## config.mk

```make
export PLATFORM = sky130hd
export DESIGN_NAME = dfg_ctrl
export DESIGN_NICKNAME = d
export VERILOG_FILES = /design/src/rtl/dfg_ctrl.v /design/src/rtl/dfg_crc32.v /design/src/rtl/dfg_payload_gen.v
export VERILOG_INCLUDE_DIRS = /design/src /design/src/rtl
export SDC_FILE = /design/constraint.sdc
export NUM_CORES = 1
export LEC_CHECK = 0
export BUFFER_PORTS_ARGS = -buffer_cell sky130_fd_sc_hd__buf_2
export CAP_MARGIN = 20
export CORE_MARGIN = 2
export CORE_UTILIZATION = 50
export CTS_BUF_LIST = sky130_fd_sc_hd__clkbuf_4 sky130_fd_sc_hd__clkbuf_8
export DETAILED_ROUTE_END_ITERATION = 8
export PLACE_DENSITY = 0.69
export SLEW_MARGIN = 10
export SYNTH_ARGS = -nofsm -noshare
export SYNTH_HDL_FRONTEND = slang
export SYNTH_SLANG_ARGS = --single-unit
```

## constraint.sdc

```tcl
create_clock -name I_SYS_CLK -period 3.4 [get_ports I_SYS_CLK]
set_input_delay 0.68 -clock I_SYS_CLK [delete_from_list [all_inputs] [get_ports I_SYS_CLK]]
set_output_delay 0.68 -clock I_SYS_CLK [all_outputs]
set_load 0.03 [all_outputs]
```

## src/rtl/dfg_defines.vh

```
// Register indices, field positions, reset values and framing counts of the
// diagnostic frame generator. Byte address on the bus is four times the index.
`ifndef DFG_DEFINES_VH
`define DFG_DEFINES_VH

`define DFG_IDX_ENABLE 16'h8020
`define DFG_IDX_CONTROL 16'h8021
`define DFG_IDX_CONT_SELECT 16'h8022
`define DFG_IDX_IRQ_ENABLE 16'h8023
`define DFG_IDX_PAYLOAD_LEN 16'h8025
`define DFG_IDX_GAP_LEN 16'h8026
`define DFG_IDX_COUNT_UPPER 16'h8027
`define DFG_IDX_COUNT_LOWER 16'h8028
`define DFG_IDX_DONE 16'h8029
`define DFG_IDX_STATUS 16'h802A
`define DFG_IDX_DIAG_CLK 16'h8030
`define DFG_IDX_SUB_MASK 16'h8031
`define DFG_IDX_SUB_STATUS 16'h8032

`define DFG_BIT_RESTART 3
`define DFG_PTYPE_MSB 2

`define DFG_RST_CONTROL 3'h1
`define DFG_RST_CONT_SELECT 1'b0
`define DFG_RST_IRQ_ENABLE 1'b0
`define DFG_RST_PAYLOAD_LEN 16'h006B
`define DFG_RST_GAP_LEN 16'h000C
`define DFG_RST_COUNT_UPPER 16'h0000
`define DFG_RST_COUNT_LOWER 16'h0100

`define DFG_PTYPE_STOP 3'h0
`define DFG_PTYPE_RANDOM 3'h1
`define DFG_PTYPE_ZEROS 3'h2
`define DFG_PTYPE_ONES 3'h3
`define DFG_PTYPE_ALT55 3'h4
`define DFG_PTYPE_DECR 3'h5

`define DFG_HEAD_LAST 4'hD
`define DFG_FCS_LAST 2'h3
`define DFG_CRC_INIT 32'hFFFF_FFFF
`define DFG_CRC_POLY 32'hEDB8_8320
`define DFG_LFSR_SEED 16'hACE1
`define DFG_LFSR_TAPS 16'hB400
`define DFG_DECR_START 8'hFF
`define DFG_ALT_BYTE 8'h55

`endif

```

## src/rtl/dfg_ctrl.v

```verilog
// Diagnostic frame generator control: registers, burst/continuous sequencing,
// framing, payload mux and completion interrupt.
// Assumes a classic Wishbone master and a PHY byte-slot strobe on the same clock.
//
// Added by the designer: register access over Wishbone.
`timescale 1ns/1ps
`include "dfg_defines.vh"
// What this block does
// RULE_01 - Continuous mode: frames forever, count ignored
// RULE_02 - Burst mode: exactly programmed count, then stop
// RULE_03 - Mode select resets to burst
// RULE_04 - Count is 32 bits, reloaded each start
// RULE_05 - Count resets to 256 frames
// RULE_06 - Payload length register, reset 0x6B
// RULE_07 - Frame adds addresses, length, check sequence
// RULE_08 - Gap bytes between frames, reset 0xC
// RULE_09 - Local enable gates completion interrupt
// RULE_10 - Software must also unmask subsystem bit
// RULE_11 - Completion latched in subsystem status register
// RULE_12 - Done flag latches high, read clears
// RULE_13 - Enabled generator feeds PHY, needs clock enable
// RULE_14 - Restart bit reloads count, self clears
// RULE_15 - Payload type selects data content
// RULE_16 - Captured count decrements per frame
module dfg_ctrl #(
  parameter [47:0] DEST_ADDR = 48'hFFFF_FFFF_FFFF,
  parameter [47:0] SRC_ADDR = 48'h0200_0000_0001
) (
  input wire I_SYS_CLK,
  input wire I_RSTN,
  input wire I_WB_CYC,
  input wire I_WB_STB,
  input wire I_WB_WE,
  input wire [17:0] I_WB_ADR,
  input wire [31:0] I_WB_DAT,
  input wire [3:0] I_WB_SEL,
  output reg [31:0] O_WB_DAT,
  output reg O_WB_ACK,
  input wire [7:0] I_MAC_TX_DATA,
  input wire I_MAC_TX_EN,
  input wire I_TX_BYTE_STROBE,
  output reg [7:0] O_TX_DATA,
  output reg O_TX_EN,
  output reg O_GEN_SELECT,
  output reg O_IRQ
);
  localparam [2:0] ST_IDLE = 3'd0;
  localparam [2:0] ST_HEAD = 3'd1;
  localparam [2:0] ST_DATA = 3'd2;
  localparam [2:0] ST_FCS = 3'd3;
  localparam [2:0] ST_GAP = 3'd4;

  reg gen_enable;
  reg diagnostic_clock_enable;
  reg [2:0] gen_payload_type;
  reg gen_continuous_select;
  reg gen_interrupt_enable;
  reg [15:0] gen_payload_length;
  reg [15:0] gen_gap_length;
  reg [15:0] gen_count_upper;
  reg [15:0] gen_count_lower;
  reg gen_completion_flag;
  reg check_gen_interrupt_latched;
  reg check_gen_interrupt_unmask;
  reg gen_restart;
  reg run_d;

  reg [2:0] state;
  reg [15:0] cnt;
  reg [31:0] left;
  reg [2:0] next_state;
  reg [15:0] next_cnt;
  reg [31:0] next_left;
  reg [7:0] tx_byte;
  reg tx_byte_en;
  reg crc_init;
  reg crc_en;
  reg pay_load;
  reg pay_step;
  reg finish;
  reg [31:0] rdata;
  reg next_flag;
  reg next_latched;

  wire [31:0] crc;
  wire [7:0] pay_data;
  wire [15:0] idx = I_WB_ADR[17:2];
  wire access = I_WB_CYC & I_WB_STB & ~O_WB_ACK;
  wire wr = access & I_WB_WE;
  wire rd = access & ~I_WB_WE;
  wire run = gen_enable & diagnostic_clock_enable; // [RULE_13]
  wire start = run & (~run_d | gen_restart); // [RULE_04] [RULE_14]
  wire [31:0] count_prog = {gen_count_upper, gen_count_lower}; // [RULE_04]
  wire [111:0] head_word = {DEST_ADDR, SRC_ADDR, gen_payload_length}; // [RULE_07]
  wire [6:0] head_base = 7'd111 - {cnt[3:0], 3'b000};
  wire [31:0] fcs = ~crc;
  wire [15:0] len_last = gen_payload_length - 16'h0001;
  wire [15:0] gap_last = gen_gap_length - 16'h0001;

  function [15:0] wr16;
    input [15:0] old;
    input [15:0] dat;
    input [1:0] sel;
    begin
      wr16 = {sel[1] ? dat[15:8] : old[15:8], sel[0] ? dat[7:0] : old[7:0]};
    end
  endfunction

  dfg_crc32 u_crc (
    .i_clk(I_SYS_CLK),
    .i_rstn(I_RSTN),
    .i_init(crc_init),
    .i_en(crc_en),
    .i_data(tx_byte),
    .o_crc(crc)
  );

  dfg_payload_gen u_payload (
    .i_clk(I_SYS_CLK),
    .i_rstn(I_RSTN),
    .i_load(pay_load),
    .i_step(pay_step),
    .i_type(gen_payload_type),
    .o_data(pay_data)
  );

  // Sequencer; one byte per strobe while a frame is in flight
  always @* begin
    next_state = state;
    next_cnt = cnt;
    next_left = left;
    tx_byte = 8'h00;
    tx_byte_en = 1'b0;
    crc_init = 1'b0;
    crc_en = 1'b0;
    pay_load = 1'b0;
    pay_step = 1'b0;
    finish = 1'b0;
    if (!run) begin
      next_state = ST_IDLE;
    end else if (start) begin
      next_cnt = 16'h0000;
      next_left = count_prog; // [RULE_16]
      crc_init = 1'b1;
      pay_load = 1'b1;
      if (!gen_continuous_select && count_prog == 32'h0000_0000) begin
        next_state = ST_IDLE;
        finish = 1'b1;
      end else begin
        next_state = ST_HEAD;
      end
    end else if (I_TX_BYTE_STROBE) begin
      case (state)
        ST_HEAD: begin
          tx_byte = head_word[head_base -: 8]; // [RULE_07]
          tx_byte_en = 1'b1;
          crc_en = 1'b1;
          next_cnt = cnt + 16'h0001;
          if (cnt[3:0] == `DFG_HEAD_LAST) begin
            next_cnt = 16'h0000;
            next_state = (gen_payload_length == 16'h0000) ? ST_FCS : ST_DATA;
          end
        end
        ST_DATA: begin
          tx_byte = pay_data; // [RULE_15]
          tx_byte_en = 1'b1;
          crc_en = 1'b1;
          pay_step = 1'b1;
          next_cnt = cnt + 16'h0001;
          if (cnt == len_last) begin // [RULE_06]
            next_cnt = 16'h0000;
            next_state = ST_FCS;
          end
        end
        ST_FCS: begin
          tx_byte = fcs[{cnt[1:0], 3'b000} +: 8]; // [RULE_07]
          tx_byte_en = 1'b1;
          next_cnt = cnt + 16'h0001;
          if (cnt[1:0] == `DFG_FCS_LAST) begin
            next_cnt = 16'h0000;
            if (!gen_continuous_select)
              next_left = left - 32'h0000_0001; // [RULE_16]
            if (gen_payload_type == `DFG_PTYPE_STOP) begin
              next_state = ST_IDLE; // [RULE_15]
            end else if (!gen_continuous_select && left == 32'h0000_0001) begin
              next_state = ST_IDLE; // [RULE_02]
              finish = 1'b1;
            end else if (gen_gap_length == 16'h0000) begin
              next_state = ST_HEAD; // [RULE_01]
              crc_init = 1'b1;
              pay_load = 1'b1;
            end else begin
              next_state = ST_GAP;
            end
          end
        end
        ST_GAP: begin
          next_cnt = cnt + 16'h0001;
          if (cnt == gap_last) begin // [RULE_08]
            next_cnt = 16'h0000;
            next_state = ST_HEAD;
            crc_init = 1'b1;
            pay_load = 1'b1;
          end
        end
        default: begin
          next_state = ST_IDLE;
        end
      endcase
    end
  end

  // Flag and interrupt updates: a completion in the read cycle wins
  always @* begin
    next_flag = gen_completion_flag;
    next_latched = check_gen_interrupt_latched;
    if (rd && idx == `DFG_IDX_DONE)
      next_flag = 1'b0;
    if (finish)
      next_flag = 1'b1; // [RULE_12]
    if (rd && idx == `DFG_IDX_SUB_STATUS)
      next_latched = 1'b0;
    if (finish && gen_interrupt_enable)
      next_latched = 1'b1; // [RULE_09] [RULE_11]
  end

  always @* begin
    rdata = 32'h0000_0000;
    case (idx)
      `DFG_IDX_ENABLE: rdata[0] = gen_enable;
      `DFG_IDX_CONTROL: rdata[`DFG_PTYPE_MSB:0] = gen_payload_type;
      `DFG_IDX_CONT_SELECT: rdata[0] = gen_continuous_select;
      `DFG_IDX_IRQ_ENABLE: rdata[0] = gen_interrupt_enable;
      `DFG_IDX_PAYLOAD_LEN: rdata[15:0] = gen_payload_length;
      `DFG_IDX_GAP_LEN: rdata[15:0] = gen_gap_length;
      `DFG_IDX_COUNT_UPPER: rdata[15:0] = gen_count_upper;
      `DFG_IDX_COUNT_LOWER: rdata[15:0] = gen_count_lower;
      `DFG_IDX_DONE: rdata[0] = gen_completion_flag; // [RULE_12]
      `DFG_IDX_STATUS: rdata[0] = (state != ST_IDLE);
      `DFG_IDX_DIAG_CLK: rdata[0] = diagnostic_clock_enable;
      `DFG_IDX_SUB_MASK: rdata[0] = check_gen_interrupt_unmask;
      `DFG_IDX_SUB_STATUS: rdata[0] = check_gen_interrupt_latched; // [RULE_11]
      default: rdata = 32'h0000_0000;
    endcase
  end

  // Bus slave: ack one cycle after the strobe, unmapped reads return zero
  always @(posedge I_SYS_CLK) begin
    if (!I_RSTN) begin
      O_WB_ACK <= 1'b0;
      O_WB_DAT <= 32'h0000_0000;
    end else begin
      O_WB_ACK <= access;
      O_WB_DAT <= rd ? rdata : 32'h0000_0000;
    end
  end

  always @(posedge I_SYS_CLK) begin
    if (!I_RSTN) begin
      gen_enable <= 1'b0;
      diagnostic_clock_enable <= 1'b0;
      gen_payload_type <= `DFG_RST_CONTROL; // [RULE_15]
      gen_continuous_select <= `DFG_RST_CONT_SELECT; // [RULE_03]
      gen_interrupt_enable <= `DFG_RST_IRQ_ENABLE; // [RULE_09]
      gen_payload_length <= `DFG_RST_PAYLOAD_LEN; // [RULE_06]
      gen_gap_length <= `DFG_RST_GAP_LEN; // [RULE_08]
      gen_count_upper <= `DFG_RST_COUNT_UPPER; // [RULE_05]
      gen_count_lower <= `DFG_RST_COUNT_LOWER; // [RULE_05]
      check_gen_interrupt_unmask <= 1'b0;
      gen_restart <= 1'b0;
    end else begin
      // Restart is a pulse, so the bit always reads back zero
      gen_restart <= wr && idx == `DFG_IDX_CONTROL && I_WB_SEL[0]
        && I_WB_DAT[`DFG_BIT_RESTART]; // [RULE_14]
      if (wr) begin
        case (idx)
          `DFG_IDX_ENABLE: begin
            if (I_WB_SEL[0])
              gen_enable <= I_WB_DAT[0];
          end
          `DFG_IDX_CONTROL: begin
            if (I_WB_SEL[0])
              gen_payload_type <= I_WB_DAT[`DFG_PTYPE_MSB:0];
          end
          `DFG_IDX_CONT_SELECT: begin
            if (I_WB_SEL[0])
              gen_continuous_select <= I_WB_DAT[0];
          end
          `DFG_IDX_IRQ_ENABLE: begin
            if (I_WB_SEL[0])
              gen_interrupt_enable <= I_WB_DAT[0];
          end
          `DFG_IDX_PAYLOAD_LEN: begin
            gen_payload_length <= wr16(gen_payload_length, I_WB_DAT[15:0], I_WB_SEL[1:0]);
          end
          `DFG_IDX_GAP_LEN: begin
            gen_gap_length <= wr16(gen_gap_length, I_WB_DAT[15:0], I_WB_SEL[1:0]);
          end
          `DFG_IDX_COUNT_UPPER: begin
            gen_count_upper <= wr16(gen_count_upper, I_WB_DAT[15:0], I_WB_SEL[1:0]);
          end
          `DFG_IDX_COUNT_LOWER: begin
            gen_count_lower <= wr16(gen_count_lower, I_WB_DAT[15:0], I_WB_SEL[1:0]);
          end
          `DFG_IDX_DIAG_CLK: begin
            if (I_WB_SEL[0])
              diagnostic_clock_enable <= I_WB_DAT[0];
          end
          `DFG_IDX_SUB_MASK: begin
            if (I_WB_SEL[0])
              check_gen_interrupt_unmask <= I_WB_DAT[0]; // [RULE_10]
          end
          default: begin
            gen_restart <= 1'b0;
          end
        endcase
      end
    end
  end

  // Burst length is frozen in left, so mid-burst count writes wait for next start
  always @(posedge I_SYS_CLK) begin
    if (!I_RSTN) begin
      state <= ST_IDLE;
      cnt <= 16'h0000;
      left <= 32'h0000_0000;
      run_d <= 1'b0;
      gen_completion_flag <= 1'b0;
      check_gen_interrupt_latched <= 1'b0;
      O_IRQ <= 1'b0;
    end else begin
      state <= next_state;
      cnt <= next_cnt;
      left <= next_left; // [RULE_16]
      run_d <= run;
      gen_completion_flag <= next_flag; // [RULE_12]
      check_gen_interrupt_latched <= next_latched; // [RULE_11]
      O_IRQ <= next_latched & check_gen_interrupt_unmask; // [RULE_10]
    end
  end

  // PHY feed: MAC passes through unless the generator owns the line
  always @(posedge I_SYS_CLK) begin
    if (!I_RSTN) begin
      O_TX_DATA <= 8'h00;
      O_TX_EN <= 1'b0;
      O_GEN_SELECT <= 1'b0;
    end else begin
      O_GEN_SELECT <= run; // [RULE_13]
      if (!run) begin
        O_TX_DATA <= I_MAC_TX_DATA;
        O_TX_EN <= I_MAC_TX_EN;
      end else if (I_TX_BYTE_STROBE || start) begin
        O_TX_DATA <= tx_byte; // [RULE_13]
        O_TX_EN <= tx_byte_en;
      end
    end
  end
endmodule // dfg_ctrl

```

## src/rtl/dfg_crc32.v

```verilog
// Running frame check sequence over transmitted bytes, reflected, LSB first.
// Assumes init and update never arrive in the same cycle.
`timescale 1ns/1ps
`include "dfg_defines.vh"
module dfg_crc32 (
  input wire i_clk,
  input wire i_rstn,
  input wire i_init,
  input wire i_en,
  input wire [7:0] i_data,
  output reg [31:0] o_crc
);
  function [31:0] crc_step;
    input [31:0] c;
    input [7:0] d;
    integer i;
    reg [31:0] r;
    begin
      r = c;
      for (i = 0; i < 8; i = i + 1) begin
        if (r[0] ^ d[i])
          r = (r >> 1) ^ `DFG_CRC_POLY;
        else
          r = r >> 1;
      end
      crc_step = r;
    end
  endfunction

  always @(posedge i_clk) begin
    if (!i_rstn)
      o_crc <= `DFG_CRC_INIT;
    else if (i_init)
      o_crc <= `DFG_CRC_INIT;
    else if (i_en)
      o_crc <= crc_step(o_crc, i_data);
  end
endmodule // dfg_crc32

```

## src/rtl/dfg_payload_gen.v

```verilog
// Payload byte source: holds the byte to send next in a register.
// Assumes i_load at frame start and i_step once per payload byte taken.
`timescale 1ns/1ps
`include "dfg_defines.vh"
module dfg_payload_gen (
  input wire i_clk,
  input wire i_rstn,
  input wire i_load,
  input wire i_step,
  input wire [2:0] i_type,
  output reg [7:0] o_data
);
  reg [15:0] lfsr;
  reg [7:0] down;
  reg [15:0] next_lfsr;
  reg [7:0] next_down;

  function [7:0] pick;
    input [2:0] t;
    input [7:0] rnd;
    input [7:0] dec;
    begin
      case (t)
        `DFG_PTYPE_RANDOM: pick = rnd;
        `DFG_PTYPE_ONES: pick = 8'hFF;
        `DFG_PTYPE_ALT55: pick = `DFG_ALT_BYTE;
        `DFG_PTYPE_DECR: pick = dec;
        default: pick = 8'h00;
      endcase
    end
  endfunction

  always @* begin
    next_lfsr = lfsr;
    next_down = down;
    if (i_step)
      next_lfsr = {1'b0, lfsr[15:1]} ^ (lfsr[0] ? `DFG_LFSR_TAPS : 16'h0000);
    if (i_load)
      next_down = `DFG_DECR_START;
    else if (i_step)
      next_down = down - 8'h01;
  end

  // Random stream is not reseeded per frame, so frames differ
  always @(posedge i_clk) begin
    if (!i_rstn) begin
      lfsr <= `DFG_LFSR_SEED;
      down <= `DFG_DECR_START;
      o_data <= 8'h00;
    end else begin
      lfsr <= next_lfsr;
      down <= next_down;
      o_data <= pick(i_type, next_lfsr[7:0], next_down);
    end
  end
endmodule // dfg_payload_gen

```

======== Word-level counts from Yosys, hierarchy flattened ========
Cells that the tools add are included.
W data, S select, Z words.
cells by class
  add/subtract/negate cells ............... 6
  equality and inequality tests ........... 32
  shifts and indexed selects .............. 2
  multiplexer cells ....................... 103
  bitwise gates (word level) .............. 30
  reduce and logical (&&, ||, !) cells .... 43
operators by type and width
  kind                     number
  $mux W32                 34
  $eq A16 B16 Y1 const B   13
  $shiftx A119 B8 Y8       1
  $mux W16                 7
  $not A13 Y14             8
  $mux W8                  8
  $pmux W16 S4             1
  $pmux W13 S4             1
  $reduce_and A3 Y1        15
  $mux W1                  37
  $eq A16 B16 Y1           2
  $eq A32 B1 Y1 const B    1
  $logic_not A16 Y1        2
  $logic_not A32 Y1        1
  $not A32 Y32             1
  $pmux W8 S4              1
  $shiftx A32 B6 Y8        1
  $sub A16 B1 Y16 const B  2
  $sub A32 B1 Y32 const B  1
  $mux W3                  9
  $pmux W8 S3              1
  $add A16 B1 Y16 const B  1
  $xor A15 B16 Y16         1
  $pmux W1 S13             1
  other kinds (28)         66
storage, ports and cells
  bits in registers ....................... 234
  bits of input ports ..................... 69
  output and inout port bits .............. 44
  word-level logic and storage cells ...... 248

======== Depth between registers and ports, before layout ========
  depth after elaboration ................. 43
  mapped depth ............................ 14
  mapped depth without buffers ............ 11

======== Modules after synthesis ========
A second synthesis with hierarchy kept.
second synthesis, totals
  cell total of the unflattened synthesis .. 1441
  area total of the unflattened synthesis .. 12368.1 um^2
by module, submodules not included
  module           times used  cells each  area an instance (um^2)  seq. area each (um^2)
  dfg_ctrl         1           1095        9115.0                   3083.0
  dfg_crc32        1           200         1878.1                   640.6
  dfg_payload_gen  1           146         1375.1                   640.6

======== Worst setup path before layout ========
OpenSTA, ideal clock, no wires.
  path type ............................... register -> register
  from .................................... register gen_payload_length[2]
  to ...................................... register cnt[13]
  setup time .............................. 0.120 ns
  arrival time ............................ 2.946 ns
  required time ........................... 3.280 ns
  path slack .............................. 0.334 ns
  cell stages (with the launch flop) ...... 12
  buffers on the path ..................... 2
  period minus slack after synthesis ...... 3.066 ns
  path through ............................ dfxtp_1 -> buf_2 -> nor4_4 -> nand3_1 -> or3b_2 -> xnor2_1 -> nor4_2 -> a31oi_2 -> o41ai_4 -> buf_6 -> nor2_1 -> a211o_1
on the way
  longest elaborated chain between the ends .. 6
ends and longest elaborated chain
  what                    RTL line        RTL
  start, declared         dfg_ctrl.v:58   reg [15:0] gen_payload_length;
  start signal, assigned  dfg_ctrl.v:265  gen_payload_length <= `DFG_RST_PAYLOAD_LEN;
  start signal, assigned  dfg_ctrl.v:294  gen_payload_length <= wr16(gen_payload_length, I_WB_DAT[15:0], I_WB_SEL[1:0]);
  $sub A16 B1 Y16         dfg_ctrl.v:97   wire [15:0] len_last = gen_payload_length - 16'h0001;
  $eq A16 B16 Y1          dfg_ctrl.v:170  if (cnt == len_last) begin
  $mux W16                dfg_ctrl.v:170
  $pmux W16 S4            dfg_ctrl.v:153  case (state)
  $mux W16                dfg_ctrl.v:152  end else if (I_TX_BYTE_STROBE) begin
  $mux W16                dfg_ctrl.v:141  end else if (start) begin
  end signal, assigned    dfg_ctrl.v:333  cnt <= next_cnt;
  end, declared           dfg_ctrl.v:69   reg [15:0] cnt;
No other way between the ends. The select of a mux whose other input is x is not followed.
A chain may end at the register's enable or synchronous reset.

======== Worst setup path after layout ========
  from .................................... register gen_payload_length[1]
  to ...................................... register cnt[3]
Same word-level chain as after synthesis.

==> results by group <==
Clock tree
  • Clock transition at path regs: 0.06 ns
  • Post-CTS setup buffers: 0
  • Total CTS buffers: 38
  • TritonCTS clock tree: done
  • Clock Latency Late Sink: 0.53 ns
  • CTS Buffer Depth: 3
  • Post-CTS sizing: 0
  • Root Buffer: clkbuf_8
  • Cts hold-fix bufs: 0
  • H-Tree Depth: 2
  • CTS sink count: 218

Timing
  • Final setup fails: 0
  • RSZ-0062 raised after global routing: no
  • Setup Skew: 0.0339 ns
  • Fmax: 0.308 GHz
  • Worst Tran Pin Value: 0.987 ns
  • Final Max Tran Viols: 0
  • Setup_tns: 0 ns
  • Fin crit share: 95.4%
  • Period minus WS final: 3.25 ns
  • Final hold vios: 0
  • Relative slew slack: 33.7%

Floorplanning
  • Starting Density: 51.2%
  • Row count: 56
  • Chip Width: 159 microns
  • Die height: 159 microns
  • Full die area: 25400 sq um
  • # IOs: 113
  • Core Box Area: 23500 sq um

Status
  • Status: complete, no violations

Drt
  • Final ANT Viol Nets: 0
  • DRC: 0
  • Drt pass-1 iters: 9
  • WL per Instance: 18.4 microns
  • Via density: 5.83
  • Vias: 11200
  • Routed WL: 35100 microns
  • DR iter-0 viols: 1031

Yosys
  • #FFs+latches synth: 218
  • Largest area contributor in the netlist: dfxtp_1
  • Top_reg_cell synth: dfxtp_1
  • Syn Inst Count: 1473
  • Post-synth EDFFs: 0
  • Cell variety after synth: 82
  • Register area share after synthesis: 36.2%
  • Post-synth ARST share: 0%
  • Post-synthesis cell area: 12000 sq um
  • Synth top area cells: dfxtp_1 36%, nand2_1 6.9%, xnor2_1 6.0%
  • Syn avg cell area: 8.18 sq um
  • Share of Yosys cell area claimed by the top area cell type: 36.2%
  • Synth warn: 0

GRT
  • Met1 Use GR: 34.9%
  • GRT Total Usage: 27.2%
  • Total grt overflow: 0
  • Met2 Use GR: 44.8%
  • Largest net degree at the start of global routing: 111
  • Vias in the first global route: 10500
  • Initial antenna violation count: 1
  • Met3 Use GR: 4.04%
  • First-pass GRT wire length: 56100 microns
  • Gr busiest metal: met2

Cells and area
  • # fillers: 2167
  • Layout Utilization: 58.4%
  • Most frequent cells in the layout: 223 x nand2_1, 217 x dfxtp_1, 134 x nor2_1
  • Fin nets: 1650
  • Fin cells: 1912
  • Reg area: 4370 sq um
  • Layout cell share with drive strength beyond 1: 16.5%
  • Commonest non-fill, non-tap cell in the layout: nand2_1
  • Design area: 13700 sq um
  • Ant. Diodes: 0
  • Area delta synth->final: 14.1%
  • Area of the multi-input gates: 7140 sq um

Power
  • Lkg Pwr: 5.35 nW
  • Power Dens Cells: 382 nW/um^2
  • VDD IR max: 0.000266 V

Setup path
  • CP Max Fanout: 15
  • FF-to-FF path depth: 11
  • CP arrival: 3.64 ns
  • Crit path top cell by count: a211o_1
  • Worst EP required: 3.80 ns
  • Worst Setup End Kind: register
  • Critical setup path kind: register to register
  • Flop-to-flop setup slack: 0.15 ns
  • Nature of the critical path startpoint: register
  • Worst path buffer plus inverter count: 2
  • Worst path cell trace: inv_1, ha_1, and4_1, a211o_1, and3_1, nor4_2, a31oi_2, o41ai_4, buf_4, nor2_1, a211o_1
  • Stages on worst setup path: 11
  • Slowest cell on the critical path: dfxtp_1
  • Max incr delay on CP: 0.46 ns
  • Delay-heaviest family, CP: compound AO/OA/AOI/OAI gates

Flow run
  • Max-Cap Viols: 0

Place
  • GPL Wtd Cong: 0.919
  • Dpl cells: 1847
  • Post-DP HPWL: 25600 microns
  • IO Port Bufs: 76
  • Post-DP Area: 13000 sq um

Hold path
  • Worst hold path class: primary input to register
  • WHS Path Cells: 3
==> state kept, by name, indices dropped and copies added (netlist names), 3 cells and up <==
| name | flops |
|---|---|
| left | 32 |
| gen_payload_length | 16 |
| cnt | 16 |
| gen_count_upper | 16 |
| gen_count_lower | 16 |
| u_payload.down | 8 |
| O_WB_DAT | 16 |
| gen_gap_length | 16 |
| gen_payload_type | 3 |
| u_payload.lfsr | 16 |
| u_crc.o_crc | 32 |
| state | 3 |
| O_TX_DATA | 8 |
| u_payload.o_data | 8 |
==> final cells by class <==
class / count / share of cell area, %
multi-input cells: 1139 / 51.9
clock inverters: 7 / 0.464
clock buffers: 57 / 5.21
repair buffers: 154 / 7.21
flip-flops and latches: 218 / 31.8
inverters: 18 / 0.501
well taps: 319 / 2.90
==> worst reg2reg max path, stage by stage (launching register included) <==
cell     delay [ns]
dfxtp_1        0.46
inv_1          0.13
ha_1           0.28
and4_1         0.22
a211o_1        0.26
and3_1         0.17
nor4_2         0.40
a31oi_2        0.25
o41ai_4        0.38
buf_4          0.25
nor2_1         0.07
a211o_1        0.25
==> synthesized netlist by cell type, types with 11 or more instances <==
master,number
mux2i_1,21
ha_1,12
a21oi_1,119
buf_4,17
nand3_1,71
a22oi_1,40
buf_2,13
nand2_1,223
inv_1,17
xnor2_1,82
clkbuf_1,75
a211oi_1,35
xor2_1,55
o21ai_0,28
nor4_1,22
dfxtp_1,218
nor2_1,135
nand2b_1,16
and3_1,15
a221oi_1,11
nor3_1,36
o211ai_1,35
==> final timing paths <==
kind | startpoint | endpoint
setup / recovery | gen_payload_length[1] | cnt[3]
hold / removal | I_MAC_TX_DATA[6] | O_TX_DATA[6]
setup reg to reg | gen_payload_length[1] | cnt[3]
hold reg to reg | u_payload.lfsr[10] | u_payload.lfsr[9]
==> metal layers <==
layer	up-vias	part of all wire, %
met4	2	5.1
li1	5384	-
met1	5253	42
met2	406	46
met5	-	0.046
met3	110	6.2
==> report_power, final <==
group	internal, W	switching [W]	total [W]
clock	0.00142	0.00109	0.00250
sequential	0.00256	0.00000448	0.00257
combinational	0.0000475	0.000134	0.000182
total	0.00403	0.00122	0.00525
==> metrics by stage <==
stage / total power [W] / setup slack, ns / hold WS [ns]
2_1_floorplan: 0.00274 / 0.334 / 0.432
5_1_grt: 0.00540 / 0.0348 / 0.417
4_1_cts: 0.00528 / 0.150 / 0.372
3_5_place_dp: 0.00280 / 0.166 / 0.446
6_report: 0.00525 / 0.155 / 0.389
3_3_place_gp: 0.00280 / 0.196 / 0.439
==> kinds of logic (layout without fill, tap and decap cells) <==
group                    count (synthesis)  count (layout)  synth area share, %
flip-flops                             218             218                 36.2
buffers and inverters                  131             236                 5.15
XOR/XNOR                               151             151                 12.0
AND/OR/NAND/NOR                        608             608                 24.4
adder cells (fa/ha/maj)                 12              12                 1.25
other                                    1              16               0.0311
AO/OA/AOI/OAI                          322             322                 17.6
multiplexers                            30              30                 3.33
Power figures use the tool's default switching activity.
